==> config.mk <==
export PLATFORM = sky130hd
export DESIGN_NAME = mrsc_top
export DESIGN_NICKNAME = d
export VERILOG_FILES = /design/src/common/mrsc_pkg.sv /design/src/verilog/mrsc_top.sv
export SDC_FILE = /design/constraint.sdc
export NUM_CORES = 1
export LEC_CHECK = 0
export BUFFER_PORTS_ARGS = -buffer_cell sky130_fd_sc_hd__buf_2
export CAP_MARGIN = 20
export CORE_MARGIN = 2
export CORE_UTILIZATION = 58
export CTS_CLUSTER_DIAMETER = 100
export DETAILED_ROUTE_END_ITERATION = 10
export PLACE_DENSITY = 0.78
export SYNTH_ARGS = -nofsm -noshare
export SYNTH_HDL_FRONTEND = slang
export SYNTH_SLANG_ARGS = --single-unit
==> constraint.sdc <==
create_clock -name clk -period 6.5 [get_ports clk]
set_clock_uncertainty 0.1 [all_clocks]
set_input_delay 0.65 -clock clk [delete_from_list [all_inputs] [get_ports clk]]
set_output_delay 0.65 -clock clk [all_outputs]
set_load 0.02 [all_outputs]
==> src/common/mrsc_pkg.sv <==
// Constants, enumerations and carrier types for the serial slave configuration block.
package mrsc_pkg;

  localparam int unsigned CLK_HZ          = 20_000_000;
  localparam int unsigned SETTLE_TIME_MS  = 20;
  localparam int unsigned SETTLE_CYC      = SETTLE_TIME_MS * (CLK_HZ / 1000);

  localparam logic [3:0]  FMT_RESET       = 4'h0;
  localparam logic [3:0]  RATE_RESET      = 4'h6;
  localparam logic [7:0]  ADDR_RESET      = 8'h01;
  localparam logic [7:0]  ADDR_MIN        = 8'h01;
  localparam logic [7:0]  ADDR_MAX        = 8'hf7;
  localparam logic [7:0]  ADDR_BCAST      = 8'h00;

  localparam int unsigned FMT_DBITS_BIT   = 3;
  localparam int unsigned FMT_REGMODE_BIT = 2;
  localparam int unsigned FMT_SP_LSB      = 0;
  localparam int unsigned FMT_SP_W        = 2;

  localparam logic [1:0]  SP_2S_NP        = 2'h0;
  localparam logic [1:0]  SP_1S_NP        = 2'h1;
  localparam logic [1:0]  SP_1S_EP        = 2'h2;

  localparam logic [15:0] STD_MUL         = 16'h0064;
  localparam logic [7:0]  STD_MENU_MAX    = 8'ha2;
  localparam logic [7:0]  STD_PAR_MAX     = 8'h63;
  localparam logic [15:0] MOD_MUL         = 16'h0100;
  localparam logic [7:0]  MOD_MENU_MAX    = 8'h3f;
  localparam logic [7:0]  MOD_PAR_MAX     = 8'hff;

  localparam int unsigned BYTE_W          = 8;
  localparam int unsigned TX_FIFO_DEPTH   = 8;

  typedef enum logic [1:0] {mrsc_no_parity, mrsc_even_parity, mrsc_odd_parity} mrsc_parity_e;
  typedef enum logic [1:0] {SRC_KEYPAD, SRC_OPTION, SRC_LINK} mrsc_src_e;
  typedef enum logic [1:0] {SEL_FORMAT, SEL_RATE, SEL_ADDR} mrsc_sel_e;

  typedef struct packed {
    mrsc_src_e  src;
    mrsc_sel_e  sel;
    logic [7:0] data;
  } mrsc_wr_s;

  typedef struct packed {
    logic         seven_bits;
    logic         modified_regs;
    logic         two_stop;
    mrsc_parity_e parity;
    logic [3:0]   rate;
    logic [7:0]   address;
  } mrsc_link_s;

endpackage

==> src/verilog/mrsc_top.sv <==
// Serial slave configuration front end with its reply byte FIFO.

module mrsc_fifo #(
  parameter int unsigned WIDTH = 8,
  parameter int unsigned DEPTH = 8
) (
  input  wire logic             clk,       // System clock.
  input  wire logic             rstn,      // Synchronous reset, active low.
  input  wire logic             in_valid,  // Write side offers a word.
  input  wire logic [WIDTH-1:0] in_data,   // Word to store.
  output logic                  in_ready,  // Room for a word.
  output logic                  out_valid, // A word is stored.
  output logic      [WIDTH-1:0] out_data,  // Oldest stored word.
  input  wire logic             out_ready  // Read side takes the word.
);
  localparam int unsigned AW = $clog2(DEPTH);

  logic [WIDTH-1:0] mem_reg [DEPTH];
  logic [AW-1:0]    wr_ptr_reg;
  logic [AW-1:0]    rd_ptr_reg;
  logic [AW:0]      count_reg;
  logic             push;
  logic             pop;

  assign in_ready  = (count_reg != (AW+1)'(DEPTH));
  assign out_valid = (count_reg != '0);
  assign out_data  = mem_reg[rd_ptr_reg];
  assign push      = in_valid & in_ready;
  assign pop       = out_valid & out_ready;

  always_ff @(posedge clk)
  begin
    if (push)
    begin
      mem_reg[wr_ptr_reg] <= in_data;
    end
  end

  always_ff @(posedge clk)
  begin
    if (!rstn)
    begin
      wr_ptr_reg <= '0;
      rd_ptr_reg <= '0;
      count_reg  <= '0;
    end
    else
    begin
      if (push)
      begin
        wr_ptr_reg <= (wr_ptr_reg == AW'(DEPTH - 1)) ? '0 : wr_ptr_reg + 1'b1;
      end
      if (pop)
      begin
        rd_ptr_reg <= (rd_ptr_reg == AW'(DEPTH - 1)) ? '0 : rd_ptr_reg + 1'b1;
      end
      if (push && !pop)
      begin
        count_reg <= count_reg + 1'b1;
      end
      else if (pop && !push)
      begin
        count_reg <= count_reg - 1'b1;
      end
    end
  end
endmodule

module mrsc_top #(
  parameter int unsigned SETTLE_CYCLES = mrsc_pkg::SETTLE_CYC
) (
  input  wire logic                 clk,              // System clock, 20 MHz.
  input  wire logic                 rstn,             // Synchronous reset, active low.
  input  wire logic                 cfg_wr_valid,     // Settings write strobe.
  input  mrsc_pkg::mrsc_wr_s        cfg_wr,           // Source, target and value.
  input  mrsc_pkg::mrsc_sel_e       cfg_rd_sel,       // Staged setting to read.
  output logic [7:0]                cfg_rd_data,      // Staged setting value.
  input  wire logic                 serial_reset_req, // Apply staged settings.
  input  wire logic                 frame_valid,      // Received request complete.
  input  wire logic [7:0]           frame_addr,       // Its slave address.
  input  wire logic                 reply_done,       // Core has handed over the reply.
  output logic                      frame_accept,     // Request is for this slave.
  output logic                      frame_broadcast,  // Request was broadcast.
  output logic                      reply_busy,       // A reply is being sent.
  output mrsc_pkg::mrsc_link_s      active,           // Settings in force on the line.
  output logic                      settle_busy,      // Quiet time after a change.
  input  wire logic [7:0]           menu_number,      // Menu to map.
  input  wire logic [7:0]           param_number,     // Parameter to map.
  output logic [15:0]               reg_addr,         // Mapped register address.
  output logic                      reg_addr_valid,   // Mapping is representable.
  input  wire logic                 tx_in_valid,      // Reply byte offered.
  input  wire logic [7:0]           tx_in_data,       // Reply byte.
  output logic                      tx_in_ready,      // Reply byte taken.
  output logic                      tx_out_valid,     // Byte for the serialiser.
  output logic [7:0]                tx_out_data,      // Byte value.
  input  wire logic                 tx_out_ready      // Serialiser takes the byte.
);
  import mrsc_pkg::*;

  function automatic mrsc_link_s decode_link(logic [3:0] fmt, logic [3:0] rate,
                                             logic [7:0] addr);
    mrsc_link_s l;
    l.seven_bits    = fmt[FMT_DBITS_BIT];
    l.modified_regs = fmt[FMT_REGMODE_BIT];
    l.two_stop      = (fmt[FMT_SP_LSB +: FMT_SP_W] == SP_2S_NP);
    unique case (fmt[FMT_SP_LSB +: FMT_SP_W])
      SP_2S_NP, SP_1S_NP: l.parity = mrsc_no_parity;
      SP_1S_EP:           l.parity = mrsc_even_parity;
      default:            l.parity = mrsc_odd_parity;
    endcase
    l.rate          = rate;
    l.address       = addr;
    return l;
  endfunction

  function automatic logic [16:0] map_reg(logic modified, logic [7:0] menu,
                                          logic [7:0] param);
    logic        ok;
    logic [15:0] base;
    ok   = 1'b0;
    base = '0;
    if (modified)
    begin
      ok   = (menu <= MOD_MENU_MAX) && (param <= MOD_PAR_MAX);
      base = 16'(16'(menu) * MOD_MUL);
    end
    else
    begin
      ok   = (menu <= STD_MENU_MAX) && (param <= STD_PAR_MAX);
      base = 16'(16'(menu) * STD_MUL);
    end
    // Parameter zero would wrap below the menu base, so it is never mapped.
    ok = ok && (param != 8'h00);
    return {ok, 16'(base + 16'(param) - 16'h0001)};
  endfunction

  logic [3:0]  fmt_reg;
  logic [3:0]  rate_reg;
  logic [7:0]  addr_reg;
  logic        apply_pend_reg;
  logic        apply_now;
  logic [31:0] settle_cnt_reg;
  logic        fifo_in_valid;
  logic        fifo_in_ready;
  logic        fifo_out_valid;
  logic [7:0]  fifo_out_data;
  logic        fifo_out_ready;
  logic        unicast_hit;
  logic        any_hit;
  logic [16:0] map_result;

  // Staged settings; any of the three writers may update them.
  always_ff @(posedge clk)
  begin
    if (!rstn)
    begin
      fmt_reg  <= FMT_RESET;
      rate_reg <= RATE_RESET;
      addr_reg <= ADDR_RESET;
    end
    else if (cfg_wr_valid)
    begin
      unique case (cfg_wr.sel)
        SEL_FORMAT:
        begin
          fmt_reg <= {1'b0, cfg_wr.data[2:0]};
        end
        SEL_RATE:
        begin
          rate_reg <= cfg_wr.data[3:0];
        end
        SEL_ADDR:
        begin
          // Out of range values, broadcast among them, leave the address unchanged.
          if (cfg_wr.data >= ADDR_MIN && cfg_wr.data <= ADDR_MAX)
          begin
            addr_reg <= cfg_wr.data;
          end
        end
        default:
        begin
          fmt_reg <= fmt_reg;
        end
      endcase
    end
  end

  always_ff @(posedge clk)
  begin
    if (!rstn)
    begin
      cfg_rd_data <= 8'h00;
    end
    else
    begin
      unique case (cfg_rd_sel)
        SEL_FORMAT: cfg_rd_data <= {4'h0, fmt_reg};
        SEL_RATE:   cfg_rd_data <= {4'h0, rate_reg};
        SEL_ADDR:   cfg_rd_data <= addr_reg;
        default:    cfg_rd_data <= 8'h00;
      endcase
    end
  end

  // The apply waits until the reply in progress has fully left the FIFO, so a reply
  // to the write that changed the settings still goes out with the old ones.
  assign apply_now = apply_pend_reg && !reply_busy && !fifo_out_valid && !tx_out_valid;

  always_ff @(posedge clk)
  begin
    if (!rstn)
    begin
      apply_pend_reg <= 1'b0;
    end
    else if (serial_reset_req)
    begin
      apply_pend_reg <= 1'b1;
    end
    else if (apply_now)
    begin
      apply_pend_reg <= 1'b0;
    end
  end

  always_ff @(posedge clk)
  begin
    if (!rstn)
    begin
      active <= decode_link(FMT_RESET, RATE_RESET, ADDR_RESET);
    end
    else if (apply_now)
    begin
      active <= decode_link(fmt_reg, rate_reg, addr_reg);
    end
  end

  // Quiet time after a change, shown for the core; the master keeps it on its side.
  always_ff @(posedge clk)
  begin
    if (!rstn)
    begin
      settle_cnt_reg <= '0;
      settle_busy    <= 1'b0;
    end
    else if (apply_now)
    begin
      settle_cnt_reg <= 32'(SETTLE_CYCLES - 1);
      settle_busy    <= 1'b1;
    end
    else if (settle_cnt_reg != '0)
    begin
      settle_cnt_reg <= settle_cnt_reg - 32'h1;
    end
    else
    begin
      settle_busy <= 1'b0;
    end
  end

  assign unicast_hit = frame_valid && (frame_addr == active.address);
  assign any_hit     = unicast_hit || (frame_valid && frame_addr == ADDR_BCAST);

  always_ff @(posedge clk)
  begin
    if (!rstn)
    begin
      frame_accept    <= 1'b0;
      frame_broadcast <= 1'b0;
    end
    else
    begin
      frame_accept    <= any_hit;
      frame_broadcast <= frame_valid && (frame_addr == ADDR_BCAST);
    end
  end

  // A reply window opens only for a request to our own address; set wins over clear.
  always_ff @(posedge clk)
  begin
    if (!rstn)
    begin
      reply_busy <= 1'b0;
    end
    else if (unicast_hit)
    begin
      reply_busy <= 1'b1;
    end
    else if (reply_done)
    begin
      reply_busy <= 1'b0;
    end
  end

  assign map_result = map_reg(active.modified_regs, menu_number, param_number);

  always_ff @(posedge clk)
  begin
    if (!rstn)
    begin
      reg_addr       <= 16'h0000;
      reg_addr_valid <= 1'b0;
    end
    else
    begin
      reg_addr       <= map_result[15:0];
      reg_addr_valid <= map_result[16];
    end
  end

  // Bytes outside a reply window are swallowed, never sent unasked.
  assign fifo_in_valid = tx_in_valid && reply_busy;
  assign tx_in_ready   = reply_busy ? fifo_in_ready : 1'b1;

  mrsc_fifo #(
    .WIDTH (BYTE_W),
    .DEPTH (TX_FIFO_DEPTH)
  ) u_tx_fifo (
    .clk       (clk),
    .rstn      (rstn),
    .in_valid  (fifo_in_valid),
    .in_data   (tx_in_data),
    .in_ready  (fifo_in_ready),
    .out_valid (fifo_out_valid),
    .out_data  (fifo_out_data),
    .out_ready (fifo_out_ready)
  );

  // Output stage keeps the serialiser side driven from flip-flops.
  assign fifo_out_ready = !tx_out_valid || tx_out_ready;

  always_ff @(posedge clk)
  begin
    if (!rstn)
    begin
      tx_out_valid <= 1'b0;
      tx_out_data  <= 8'h00;
    end
    else if (fifo_out_ready)
    begin
      tx_out_valid <= fifo_out_valid;
      tx_out_data  <= fifo_out_data;
    end
  end
endmodule

# Word level (Yosys, flattened, before mapping)
# Memory sizes are Yosys's and may differ from the RTL's. A register that Yosys moved wholly into a read port is not among the register bits.
# Cells that the tools add are included.
[totals]
latchBits = 0
regBits = 104
output_inout_bits = 56
romBits = 0
mem_bits_rw = 64
memories = 1
input_bits = 54
[memory_table]
columns = ["memory", "words", "width", "rd", "rd_ports_with_merged_regs", "wr", "line_no", "rtl"]
rows = [
  ["u_tx_fifo.mem_reg", 8, 8, 1, 1, 1, "mrsc_top.sv:18", "logic [WIDTH-1:0] mem_reg [DEPTH];"],
]
[op_classes]
mux = 19
mul = 1
reduce_logical = 36
shifts = 0
eq_ne = 11
addsub = 7
bitwise = 3
order_cmp = 6
n_div = 0
[op_table]
columns = ["cell", "count"]
rows = [
  ["2-to-1 mux 19 bit", 2],
  ["nonzero test 32 bit", 1],
  ["subtractor 32 x 1 -> 32 bit (second input constant)", 1],
  ["less-or-equal comparator 8 bit (second input constant)", 3],
  ["one-hot mux 8 bit (3 select lines)", 1],
  ["adder 16 x 8 -> 16 bit", 1],
  ["2-to-1 mux 16 bit", 1],
  ["subtractor 16 x 1 -> 16 bit (second input constant)", 1],
  ["multiplier 8 x 5 -> 13 bit (second input constant)", 1],
  ["logical AND 1 bit", 12],
  ["2-to-1 mux 1 bit", 10],
  ["equality test 8 bit", 1],
  [">= comparator 8 x 1 -> 1 bit (second input constant)", 1],
  ["less-or-equal comparator 8 x 6 -> 1 bit (second input constant)", 1],
  ["less-or-equal comparator 8 x 7 -> 1 bit (second input constant)", 1],
  ["zero test 8 bit", 1],
  ["2-to-1 mux 4 bit", 2],
  ["nonzero test 2 bit", 4],
  ["nonzero test 8 bit", 1],
  ["adder 3 x 1 -> 3 bit (second input constant)", 2],
  ["equality test 2 x 1 -> 1 bit (second input constant)", 3],
  ["equality test 2 bit (second input constant)", 3],
  ["equality test 3 bit (second input constant)", 2],
  ["zero test 1 bit", 6],
  ["other kinds (14)", 21],
]

# Longest topological paths before layout
# Gate-level depths: netlist (run 1).
[depth]
depth_word = 6
ltp_mapped = 21

# Hierarchy
# From an unflattened synthesis (run 1), not the netlist that was laid out.
[hier_totals]
cells_unflattened = 828
area_unflattened_um2 = 8983.6
[modules_own_cells]
columns = ["mod", "n_inst", "area_each_um2", "cells_per_inst"]
rows = [
  ["mrsc_top", 1, 5831.8, 660],
  ["mrsc_fifo", 1, 3151.8, 168],
]

# Least setup slack after synthesis (run 1)
# No wires, ideal clock.
[synth_timing]
path_kind = "input -> register"
start = "input port menu_number[2]"
end = "register reg_addr[14]"
path_buffers = 0
stages = 19
arrival_time_ns = 4.547
setup_slack_ns = 1.793
t_required_ns = 6.341
cell_sequence = "inv_1 -> ha_1 -> ha_1 -> fa_1 -> ha_1 -> nor2b_1 -> o31a_1 -> a21oi_1 -> nor2_1 -> a21oi_1 -> inv_1 -> ha_1 -> a21o_1 -> a21o_1 -> a21o_1 -> nor2_1 -> o2111ai_1 -> or4_1 -> nand2_1"
[synth_between]
elab_chain_len = 4
[synth_rtl]
columns = ["element", "line_no", "rtl"]
rows = [
  ["start, declared", "mrsc_top.sv:87", "input wire logic [7:0] menu_number,"],
  ["multiplier 8 x 5 -> 13 bit", "mrsc_top.sv:130", "base = 16'(16'(menu) * STD_MUL);"],
  ["2-to-1 mux 16 bit (*)", "mrsc_top.sv:122", "if (modified)"],
  ["adder 16 x 8 -> 16 bit (*)", "mrsc_top.sv:134", "return {ok, 16'(base + 16'(param) - 16'h0001)};"],
  ["subtractor 16 x 1 -> 16 bit (*)", "mrsc_top.sv:134", ""],
  ["end signal, assigned", "mrsc_top.sv:305", "reg_addr <= map_result[15:0];"],
  ["end, declared", "mrsc_top.sv:89", "output logic [15:0] reg_addr,"],
]
# Mark *: on every way between the ends. The rest lies on a longest branch, timed or not.
# A chain may end at the register's enable or synchronous reset.

# Final worst setup path (run 1)
# Same ends and word-level chain as after synthesis.

==> qor.csv, run 1 <==
metric,value,unit
drc,0,
relSlewSlack,36.3,%
clk_latency,430,ps
cts-htree-levels,4,
synth_cell_type_count,65,
status,completed,
hold_viol_final,0,
ant_nets,0,
synth_flop_cell,dfxtp_1,
place_congestion,0.854,
hp-class,in2reg,
instances_no_fill,1135,
wirelength,18100,um
dp.cells,1103,
dieHeight,126,um
synthesis.nets,958,
die-area,15900,sq um
syn_avg_cell_area,10.4,sq um
ys_seq_area_share,48.1,%
crit_slowest_cell,or4_1,
ys_async_sr_fraction,0,%
peakVddDrop,0.303,mV
diodes,0,
grt_pass1_vias,6139,
critPathCaptureType,register,
path_clk_slew,60,ps
synth_commonest_cells,"dfxtp_1 (112), nand2_1 (91), nor2_1 (82)",
clock-root-buffer,clkbuf_16,
max_stage_delay,520,ps
die_x,126,um
mappedNetlistArea,8670,sq um
cp-start-kind,input pin,
wire_per_inst,15.9,um
grt_usage,23.6,%
finalSetupViolations,0,
post_cts_resized,0,
worstReg2RegStart,active[15],
finalCritPeriodShare,73.9,%
cp-startpoint,menu_number[2],
syn_to_final_growth,14.4,%
syn_inst,836,
grt-ovfl-total,0,
rows,44,
cts_hold_buf,0,
num_io_pins,110,
cts_setup_buffers,0,
firstDrtPassIters,5,
final_max_slew_viol_count,0,
synth_edf_count,64,
drv_cap,0,
timing.final.crit_period,4810,ps
numPortBuffers,106,
ys_warn_count,0,
clock-sinks,176,
crit_chain,"buf_2, inv_1, ha_1, ha_1, fa_1, ha_1, nor2b_1, o31a_1, a21oi_1, nor2_1, a21oi_1, inv_1, ha_1, a21o_1, a21o_1, a21o_1, nor2_1, o2111ai_1, or4_1, nand2_1",
synth_seq_cells,176,
dp_hpwl,12500,um
power_per_cell_area,398,nW/um^2
vias,6432,
cp.arrival,5080,ps
grt_first_pass_wirelength,29900,um
yosysTopAreaCellShare,25.9,%
vias_per_cell,5.67,
drtIter0Drc,431,
cts_tree,done,
cp.required,6770,ps
start_util,59.4,%
setup_tns,0,ps
hp-start,param_number[0],
coreArea,14600,sq um
max_clock_freq,0.208,GHz
leakagePower,4.17,nW
drive_gt1_share,18.9,%
grt_max_degree,50,
numCtsBuffers,17,
synthTopCellsByArea,"dfxtp_1 (26%), edfxtp_1 (22%), ha_1 (9.1%), mux4_2 (4.2%), nand2_1 (3.9%)",
critical_path_class,in2reg,
yosysMostFrequentCell,dfxtp_1,
worstMarginPinSlew,952,ps
synth_top_cell_by_area,dfxtp_1,
cts_buffer_depth,2,
crit_top_cell,ha_1,
final_nets,1060,
largest_reg_flops,64,
crit_fanout,4,
rsz0062_at_grt,no,
antenna_found_initial,0,
## where the power goes
part | switching, mW | leakage (nW) | internal, mW
Combinational | 0.882 | 2.43 | 0.681
Sequential | 0.138 | 1.49 | 1.30
Clock | 0.432 | 0.254 | 0.505
Total | 1.45 | 4.17 | 2.49
## layer usage
metal | share of wire [%] | global-route usage, % | up-vias
met1 | 47 | 32.6 | 3085
met4 | 1.3 | 6.08 | 0
met5 | 0 | 0 | -
met2 | 48 | 38.3 | 153
met3 | 4.5 | 5.01 | 15
li1 | - | - | 3179
## final cells by class
cell class	instances	area [sq um]
sequential	176	4160
clock inverter	13	103
timing repair buffer	114	591
multi-input combinational	581	4200
clock buffer	19	443
inverter	48	180
tap	184	230
fill	1085	4680
## critical path, delay by kind of cell
family | cells | cell delay, ps
fa+ha+maj | 5 | 1770
compound gates | 7 | 1410
simple gates | 5 | 960
buf+inv | 3 | 260
## cell families (layout without fill, tap and decap cells)
| kind of cell | after synthesis | after routing | synth area share, % |
|---|---|---|---|
| AOI/OAI and AO/OA | 134 | 134 | 9.95 |
| xor gates and xnor gates | 46 | 46 | 4.65 |
| adders and majority gates | 68 | 68 | 10.3 |
| buffers and inverters | 79 | 194 | 3.51 |
| DFF | 176 | 176 | 48.1 |
| muxes | 40 | 40 | 6.96 |
| other | 1 | 1 | 0.0433 |
| and+or+nand+nor | 292 | 292 | 16.6 |
## worst paths after layout
path / end / slack [ps] / cells past startpoint
max: reg_addr[14] / 1690 / 20
min: reg_addr[0] / 330 / 2
max reg2reg: reg_addr[15] / 2790 / 12
min reg2reg: active[10] / 360 / 2
## stage by stage
stage          utilization, %  hold slack [ps]  setup WS [ps]  instance area [sq um]  power (mW)
2_1_floorplan               -              341           1790                   8670        2.69
5_1_grt                  68.0              334           1470                   9910        4.22
3_3_place_gp             64.2              346           1340                   9370        2.97
3_5_place_dp             64.2              350           1290                   9370        3.01
6_report                 68.0              325           1690                   9910        3.94
4_1_cts                  68.0              324           1710                   9910        3.95
## cell usage in the layout (no fill, tap or decap), types with 11 or more instances in the layout
| cell type | synthesis | final |
|---|---|---|
| xor2_1 | 21 | 21 |
| mux2i_1 | 22 | 22 |
| nor2_1 | 82 | 82 |
| nand3_1 | 15 | 15 |
| a21oi_1 | 62 | 62 |
| nand2b_1 | 11 | 11 |
| nor3_1 | 23 | 22 |
| dfxtp_1 | 112 | 112 |
| buf_2 | 3 | 106 |
| mux4_2 | 16 | 16 |
| clkbuf_16 | 0 | 17 |
| ha_1 | 63 | 63 |
| a211oi_1 | 11 | 11 |
| edfxtp_1 | 64 | 64 |
| xnor2_1 | 25 | 25 |
| inv_1 | 48 | 47 |
| nand2_1 | 91 | 91 |
| o21ai_0 | 14 | 14 |
Note: power is estimated with default switching activity, not from simulation.
==> inputs of run 2 (changes only) <==
--- a/config.mk
+++ b/config.mk
@@ -8,10 +8,10 @@
 export BUFFER_PORTS_ARGS = -buffer_cell sky130_fd_sc_hd__buf_2
 export CAP_MARGIN = 20
 export CORE_MARGIN = 2
-export CORE_UTILIZATION = 58
+export CORE_UTILIZATION = 53
 export CTS_CLUSTER_DIAMETER = 100
 export DETAILED_ROUTE_END_ITERATION = 10
-export PLACE_DENSITY = 0.78
+export PLACE_DENSITY = 0.75
 export SYNTH_ARGS = -nofsm -noshare
 export SYNTH_HDL_FRONTEND = slang
 export SYNTH_SLANG_ARGS = --single-unit
==> constraint.sdc (replaced) <==
create_clock -name clk -period 4.3 [get_ports clk]
set_clock_uncertainty 0.1 [all_clocks]
set_input_delay 0.43 -clock clk [delete_from_list [all_inputs] [get_ports clk]]
set_output_delay 0.43 -clock clk [all_outputs]
set_load 0.02 [all_outputs]
==> run 2 against run 1 <==
Global-route usage fell by 1.4 points. Flip-flop and latch count did not move. Setup slack got worse by 1500 ps. Register-to-register slack got worse by 1700 ps. First-iteration DRC count rose by 17%. Hold slack got worse by 220 ps. Non-clock buffer count rose by 41. Cell area rose by 4.7%. Final cell count rose by 6.5%. Via count rose by 0.65%. Core utilization fell by 2.9 points. Clock power rose by 62%. Highest routed layer unchanged.
==> qor.csv, run 2 (synthesized netlist as in run 1, its figures left out) <==
metric,value,unit,change
status,completed,,
rows,46,,+4.5%
hp-class,in2reg,,
worstMarginPinSlew,908,ps,-44.4 ps
leakagePower,4.41,nW,+5.5%
p_seq_share,34.7,%,-1.9 points
reg2reg_depth,12,,unchanged
wirelength,18600,um,+2.6%
hp-start,param_number[0],,
cp.required,4570,ps,-2200 ps
peakVddDrop,0.389,mV,+29%
vias,6474,,+0.65%
drv_cap,0,,unchanged
grt_usage,22.2,%,-1.4 points
grt-ovfl-total,0,,unchanged
grt_first_pass_wirelength,30900,um,+3.0%
critPathCaptureType,register,,
vias_per_cell,5.35,,-5.5%
clkPwrFrac,24.0,%,+0.2 points
design_area,10400,sq um,+4.7%
final_max_slew_viol_count,0,,unchanged
cp.arrival,4340,ps,-740 ps
die-area,17400,sq um,+9.1%
whs,107,ps,-219 ps
power.share.switching,35.7,%,-1.1 points
dieHeight,132,um,+4.5%
dp_hpwl,13200,um,+4.9%
die_x,132,um,+4.5%
clk_latency,430,ps,about the same
cts_buffer_depth,2,,unchanged
crit_fanout,4,,unchanged
dp.cells,1174,,+6.4%
hold_viol_final,0,,unchanged
numPortBuffers,106,,unchanged
drtIter0Drc,503,,+17%
clock-root-buffer,clkbuf_16,,
instances_no_fill,1209,,+6.5%
holdPathStages,2,,unchanged
largest_reg_flops,64,,unchanged
ant_nets,0,,unchanged
cts_hold_buf,0,,unchanged
start_util,54.4,%,-5.0 points
power_per_cell_area,609,nW/um^2,+53%
coreArea,15900,sq um,+9.3%
setup_tns,0,ps,unchanged
layout_commonest_cell,dfxtp_1,,
critical_path_class,in2reg,,
antenna_found_initial,1,,+1
path_clk_slew,60,ps,about the same
final_nets,1101,,+3.9%
firstDrtPassIters,6,,+1
dpl-instance-area,9750,sq um,+4.0%
worstReg2RegStart,active[15],,
worstHoldEndpoint,reg_addr[0],,
num_io_pins,110,,unchanged
place_congestion,0.847,,-0.86%
reg2reg_to,reg_addr[15],,
clock-sinks,176,,unchanged
drive_gt1_share,23.1,%,+4.2 points
drc,0,,unchanged
final_cell_mix,"dfxtp_1 (112), buf_2 (106), nand2_1 (91)",,
cts-htree-levels,4,,unchanged
max_clock_freq,0.246,GHz,
finalCritPeriodShare,94.6,%,
wire_per_inst,15.4,um,-3.7%
cp-start-kind,input pin,,
syn_to_final_growth,19.8,%,
finalSetupViolations,0,,unchanged
numCtsBuffers,17,,unchanged
grt_max_degree,45,,-10%
cts_tree,done,,
power.switching,2.26,mW,+56%
p_comb_share,41.3,%,+1.6 points
rrSetupSlack,1110,ps,-1680 ps
timing.final.crit_period,4070,ps,
grt_pass1_vias,6234,,+1.5%
intPower,4.06,mW,+63%
relSlewSlack,39.2,%,+3.0 points
[run 2: worst max path at each step]
stage                         startpoint      endpoint  slack (ps)  cells after the start
final                     menu_number[3]  reg_addr[14]         230                     20
after global routing      menu_number[2]  reg_addr[14]         -20                     21
after CTS                 menu_number[3]  reg_addr[14]         200                     20
after detailed placement  menu_number[3]  reg_addr[15]        -250                     18
after global placement    menu_number[3]  reg_addr[14]        -220                     20
after floorplan           menu_number[3]  reg_addr[14]          10                     19
[run 2: critical path, cell delays in order]
cell	delay, ps
buf_2	110
inv_1	60
ha_1	320
ha_4	230
fa_1	570
ha_4	210
nor2b_1	140
o31a_1	300
a21oi_1	130
nor2_1	70
a21oi_2	120
inv_1	80
ha_4	240
a21o_1	170
a21o_1	200
a21o_1	180
o211ai_1	160
o2111ai_1	140
or4_1	420
nand2_1	60
[run 2: area by class of cell]
type	instances	area (sq um)
fill	1267	5560
multi-input combinational	581	4260
sequential	176	4160
timing repair buffer	155	918
clock buffer	18	429
tap	216	270
inverter	48	180
clock inverter	14	156
antenna	1	2.50
[run 2: power groups by stage]
stage          clock [mW]  sequential, mW  combinational [mW]
6_report             1.52            2.19                2.61
5_1_grt              1.60            2.23                2.92
2_1_floorplan           0            2.26                1.83
4_1_cts              1.53            2.22                2.55
3_3_place_gp            0            2.24                2.47
3_5_place_dp            0            2.25                2.52
[run 2: stage by stage]
step                      setup WS, ps  total power, mW  utilization (%)
after floorplan                   12.7             4.09                -
final                              234             6.32             65.1
after CTS                          200             6.30             64.8
after global routing             -18.2             6.75             65.1
after detailed placement          -252             4.77             61.1
after global placement            -217             4.71             61.1
[run 2: metal layers]
layer | up-vias | share of wire (%) | GRT usage, %
met2 | 159 | 48 | 36.5
met1 | 3041 | 46 | 29.6
li1 | 3259 | - | -
met4 | 0 | 1.0 | 6.22
met5 | - | 0 | 0
met3 | 15 | 4.8 | 4.88
[run 2: repair_timing]
| item | 4_1_cts | 5_1_grt |
|---|---|---|
| setup buffers | 0 | 1 |
| setup endpoints to repair | 0 | 4 |
| gates resized for setup | 0 | 4 |
==> inputs of run 3 (changes only) <==
--- a/config.mk
+++ b/config.mk
@@ -12,6 +12,7 @@
 export CTS_CLUSTER_DIAMETER = 100
 export DETAILED_ROUTE_END_ITERATION = 10
 export PLACE_DENSITY = 0.75
+export RECOVER_POWER = 100
 export SYNTH_ARGS = -nofsm -noshare
 export SYNTH_HDL_FRONTEND = slang
 export SYNTH_SLANG_ARGS = --single-unit
==> run 3 against run 2 <==
The run now ends with max-capacitance violations, max-slew violations left. Core utilization fell by 0.86 points. Routed wire length rose by 0.23%. Sequential power barely moved. Critical endpoint unchanged.
==> qor.csv, run 3 (synthesized netlist as in run 1, its figures left out) <==
metric,value,unit,change
status,"complete, but fails checks",,
violations,"max-capacitance violations, max-slew violations",,
peakVddDrop,0.388,mV,-0.26%
setup_tns,0,ps,unchanged
cts_tree,done,,
die_x,132,um,unchanged
p_comb_share,40.8,%,-0.5 points
drive_gt1_share,15.4,%,-7.7 points
design_area,10200,sq um,-1.3%
crit_fanout,4,,unchanged
ant_nets,0,,unchanged
grt_pass1_vias,6234,,unchanged
timing.final.crit_period,4060,ps,-4.95 ps
critical_path_class,in2reg,,
grt_usage,22.2,%,unchanged
grt-ovfl-total,0,,unchanged
drv_cap,2,,+2
power.switching,2.24,mW,-0.68%
wire_per_inst,15.4,um,+0.31%
critPathCaptureType,register,,
cp.arrival,4340,ps,about the same
clock-sinks,176,,unchanged
dp.cells,1174,,unchanged
path_clk_slew,60,ps,about the same
p_seq_share,35.0,%,+0.3 points
grt_first_pass_wirelength,30900,um,unchanged
finalCritPeriodShare,94.4,%,-0.12 points
final_nets,1101,,unchanged
clkPwrFrac,24.1,%,about the same
cts-htree-levels,4,,unchanged
intPower,4.02,mW,-0.91%
hp-class,in2reg,,
die-area,17400,sq um,unchanged
worstMarginPinSlew,1590,ps,+680 ps
hp-start,param_number[0],,
clock-root-buffer,clkbuf_16,,
cts_buffer_depth,2,,unchanged
firstDrtPassIters,5,,-1
preCtsSetupSlack,-252,ps,unchanged
antenna_found_initial,0,,-1
drtIter0Drc,462,,-8.2%
drc,0,,unchanged
relSlewSlack,-5.88,%,-45 points
syn_to_final_growth,18.2,%,
vias,6439,,-0.54%
num_io_pins,110,,unchanged
rows,46,,unchanged
coreArea,15900,sq um,unchanged
power_per_cell_area,612,nW/um^2,+0.50%
leakagePower,4.14,nW,-5.9%
max_clock_freq,0.246,GHz,+0.12%
hold_viol_final,0,,unchanged
wirelength,18600,um,+0.23%
finalSetupViolations,0,,unchanged
layout_commonest_cell,dfxtp_1,,
instances_no_fill,1208,,-0.083%
start_util,54.4,%,unchanged
place_congestion,0.847,,unchanged
dp_hpwl,13200,um,unchanged
diodes,0,,-1
vias_per_cell,5.33,,-0.46%
final_cell_mix,"dfxtp_1 (112), nand2_1 (92), nor2_1 (81)",,
final_max_slew_viol_count,44,,+44
cp-start-kind,input pin,,
power.share.switching,35.8,%,+0.054 points
clk_latency,430,ps,about the same
numCtsBuffers,17,,unchanged
numPortBuffers,106,,unchanged
dieHeight,132,um,unchanged
grt_max_degree,45,,unchanged
cp-startpoint,menu_number[3],,
cp.required,4570,ps,about the same
dpl-instance-area,9750,sq um,unchanged
worstReg2RegStart,settle_cnt_reg[0],,
largest_reg_flops,64,,unchanged
cts_hold_buf,0,,unchanged
setup_ws,239,ps,+4.95 ps
## run 3: metrics by stage
step	hold WS [ps]	power, mW	util, %
finish	108	6.27	64.2
global route	110	6.70	64.2
CTS	97.0	6.30	64.8
detailed placement	348	4.77	61.1
global placement	340	4.71	61.1
floorplan	341	4.09	-
## run 3: final timing paths
| check | end | slack (ps) | depth (start not counted) |
|---|---|---|---|
| setup / recovery | reg_addr[14] | 240 | 20 |
| hold / removal | reg_addr[0] | 110 | 2 |
| setup reg to reg | settle_cnt_reg[17] | 750 | 9 |
| hold reg to reg | active[8] | 360 | 2 |
## run 3: final cells by class
type,instances,area (sq um)
Clock buffer,18,429
Fill cell,1304,5700
Clock inverter,14,156
Sequential cell,176,4160
Timing Repair Buffer,155,816
Tap cell,216,270
Multi-Input combinational cell,581,4230
Inverter,48,180
## run 3: timing repair
item / CTS / global route
hold endpoints to repair: 0 / 0
resized for setup: 0 / 4
buffers inserted: 0 / 1
endpoints found under the setup margin: 0 / 4
## run 3: routing by layer
metal / wire (um) / track usage [%]
met1: 8610 / 29.6
met2: 8930 / 36.5
met3: 873 / 4.88
met4: 193 / 6.22
met5: 0 / 0
## run 3: critical path, stage by stage
cell and delay, ps:
buf_2 110, inv_1 60, ha_1 320, ha_4 230, fa_1 570, ha_4 210
nor2b_1 140, o31a_1 300, a21oi_1 130, nor2_1 70, a21oi_2 120, inv_1 80
ha_4 240, a21o_1 170, a21o_1 190, a21o_1 180, o211ai_1 160, o2111ai_1 140
or4_1 420, nand2_1 70
## run 3: power by group through the flow
stage / clock, mW / sequential [mW] / combinational [mW]
after global placement: 0 / 2.24 / 2.47
final: 1.51 / 2.20 / 2.56
after CTS: 1.53 / 2.22 / 2.55
after detailed placement: 0 / 2.25 / 2.52
after global routing: 1.60 / 2.23 / 2.87
after floorplan: 0 / 2.26 / 1.83
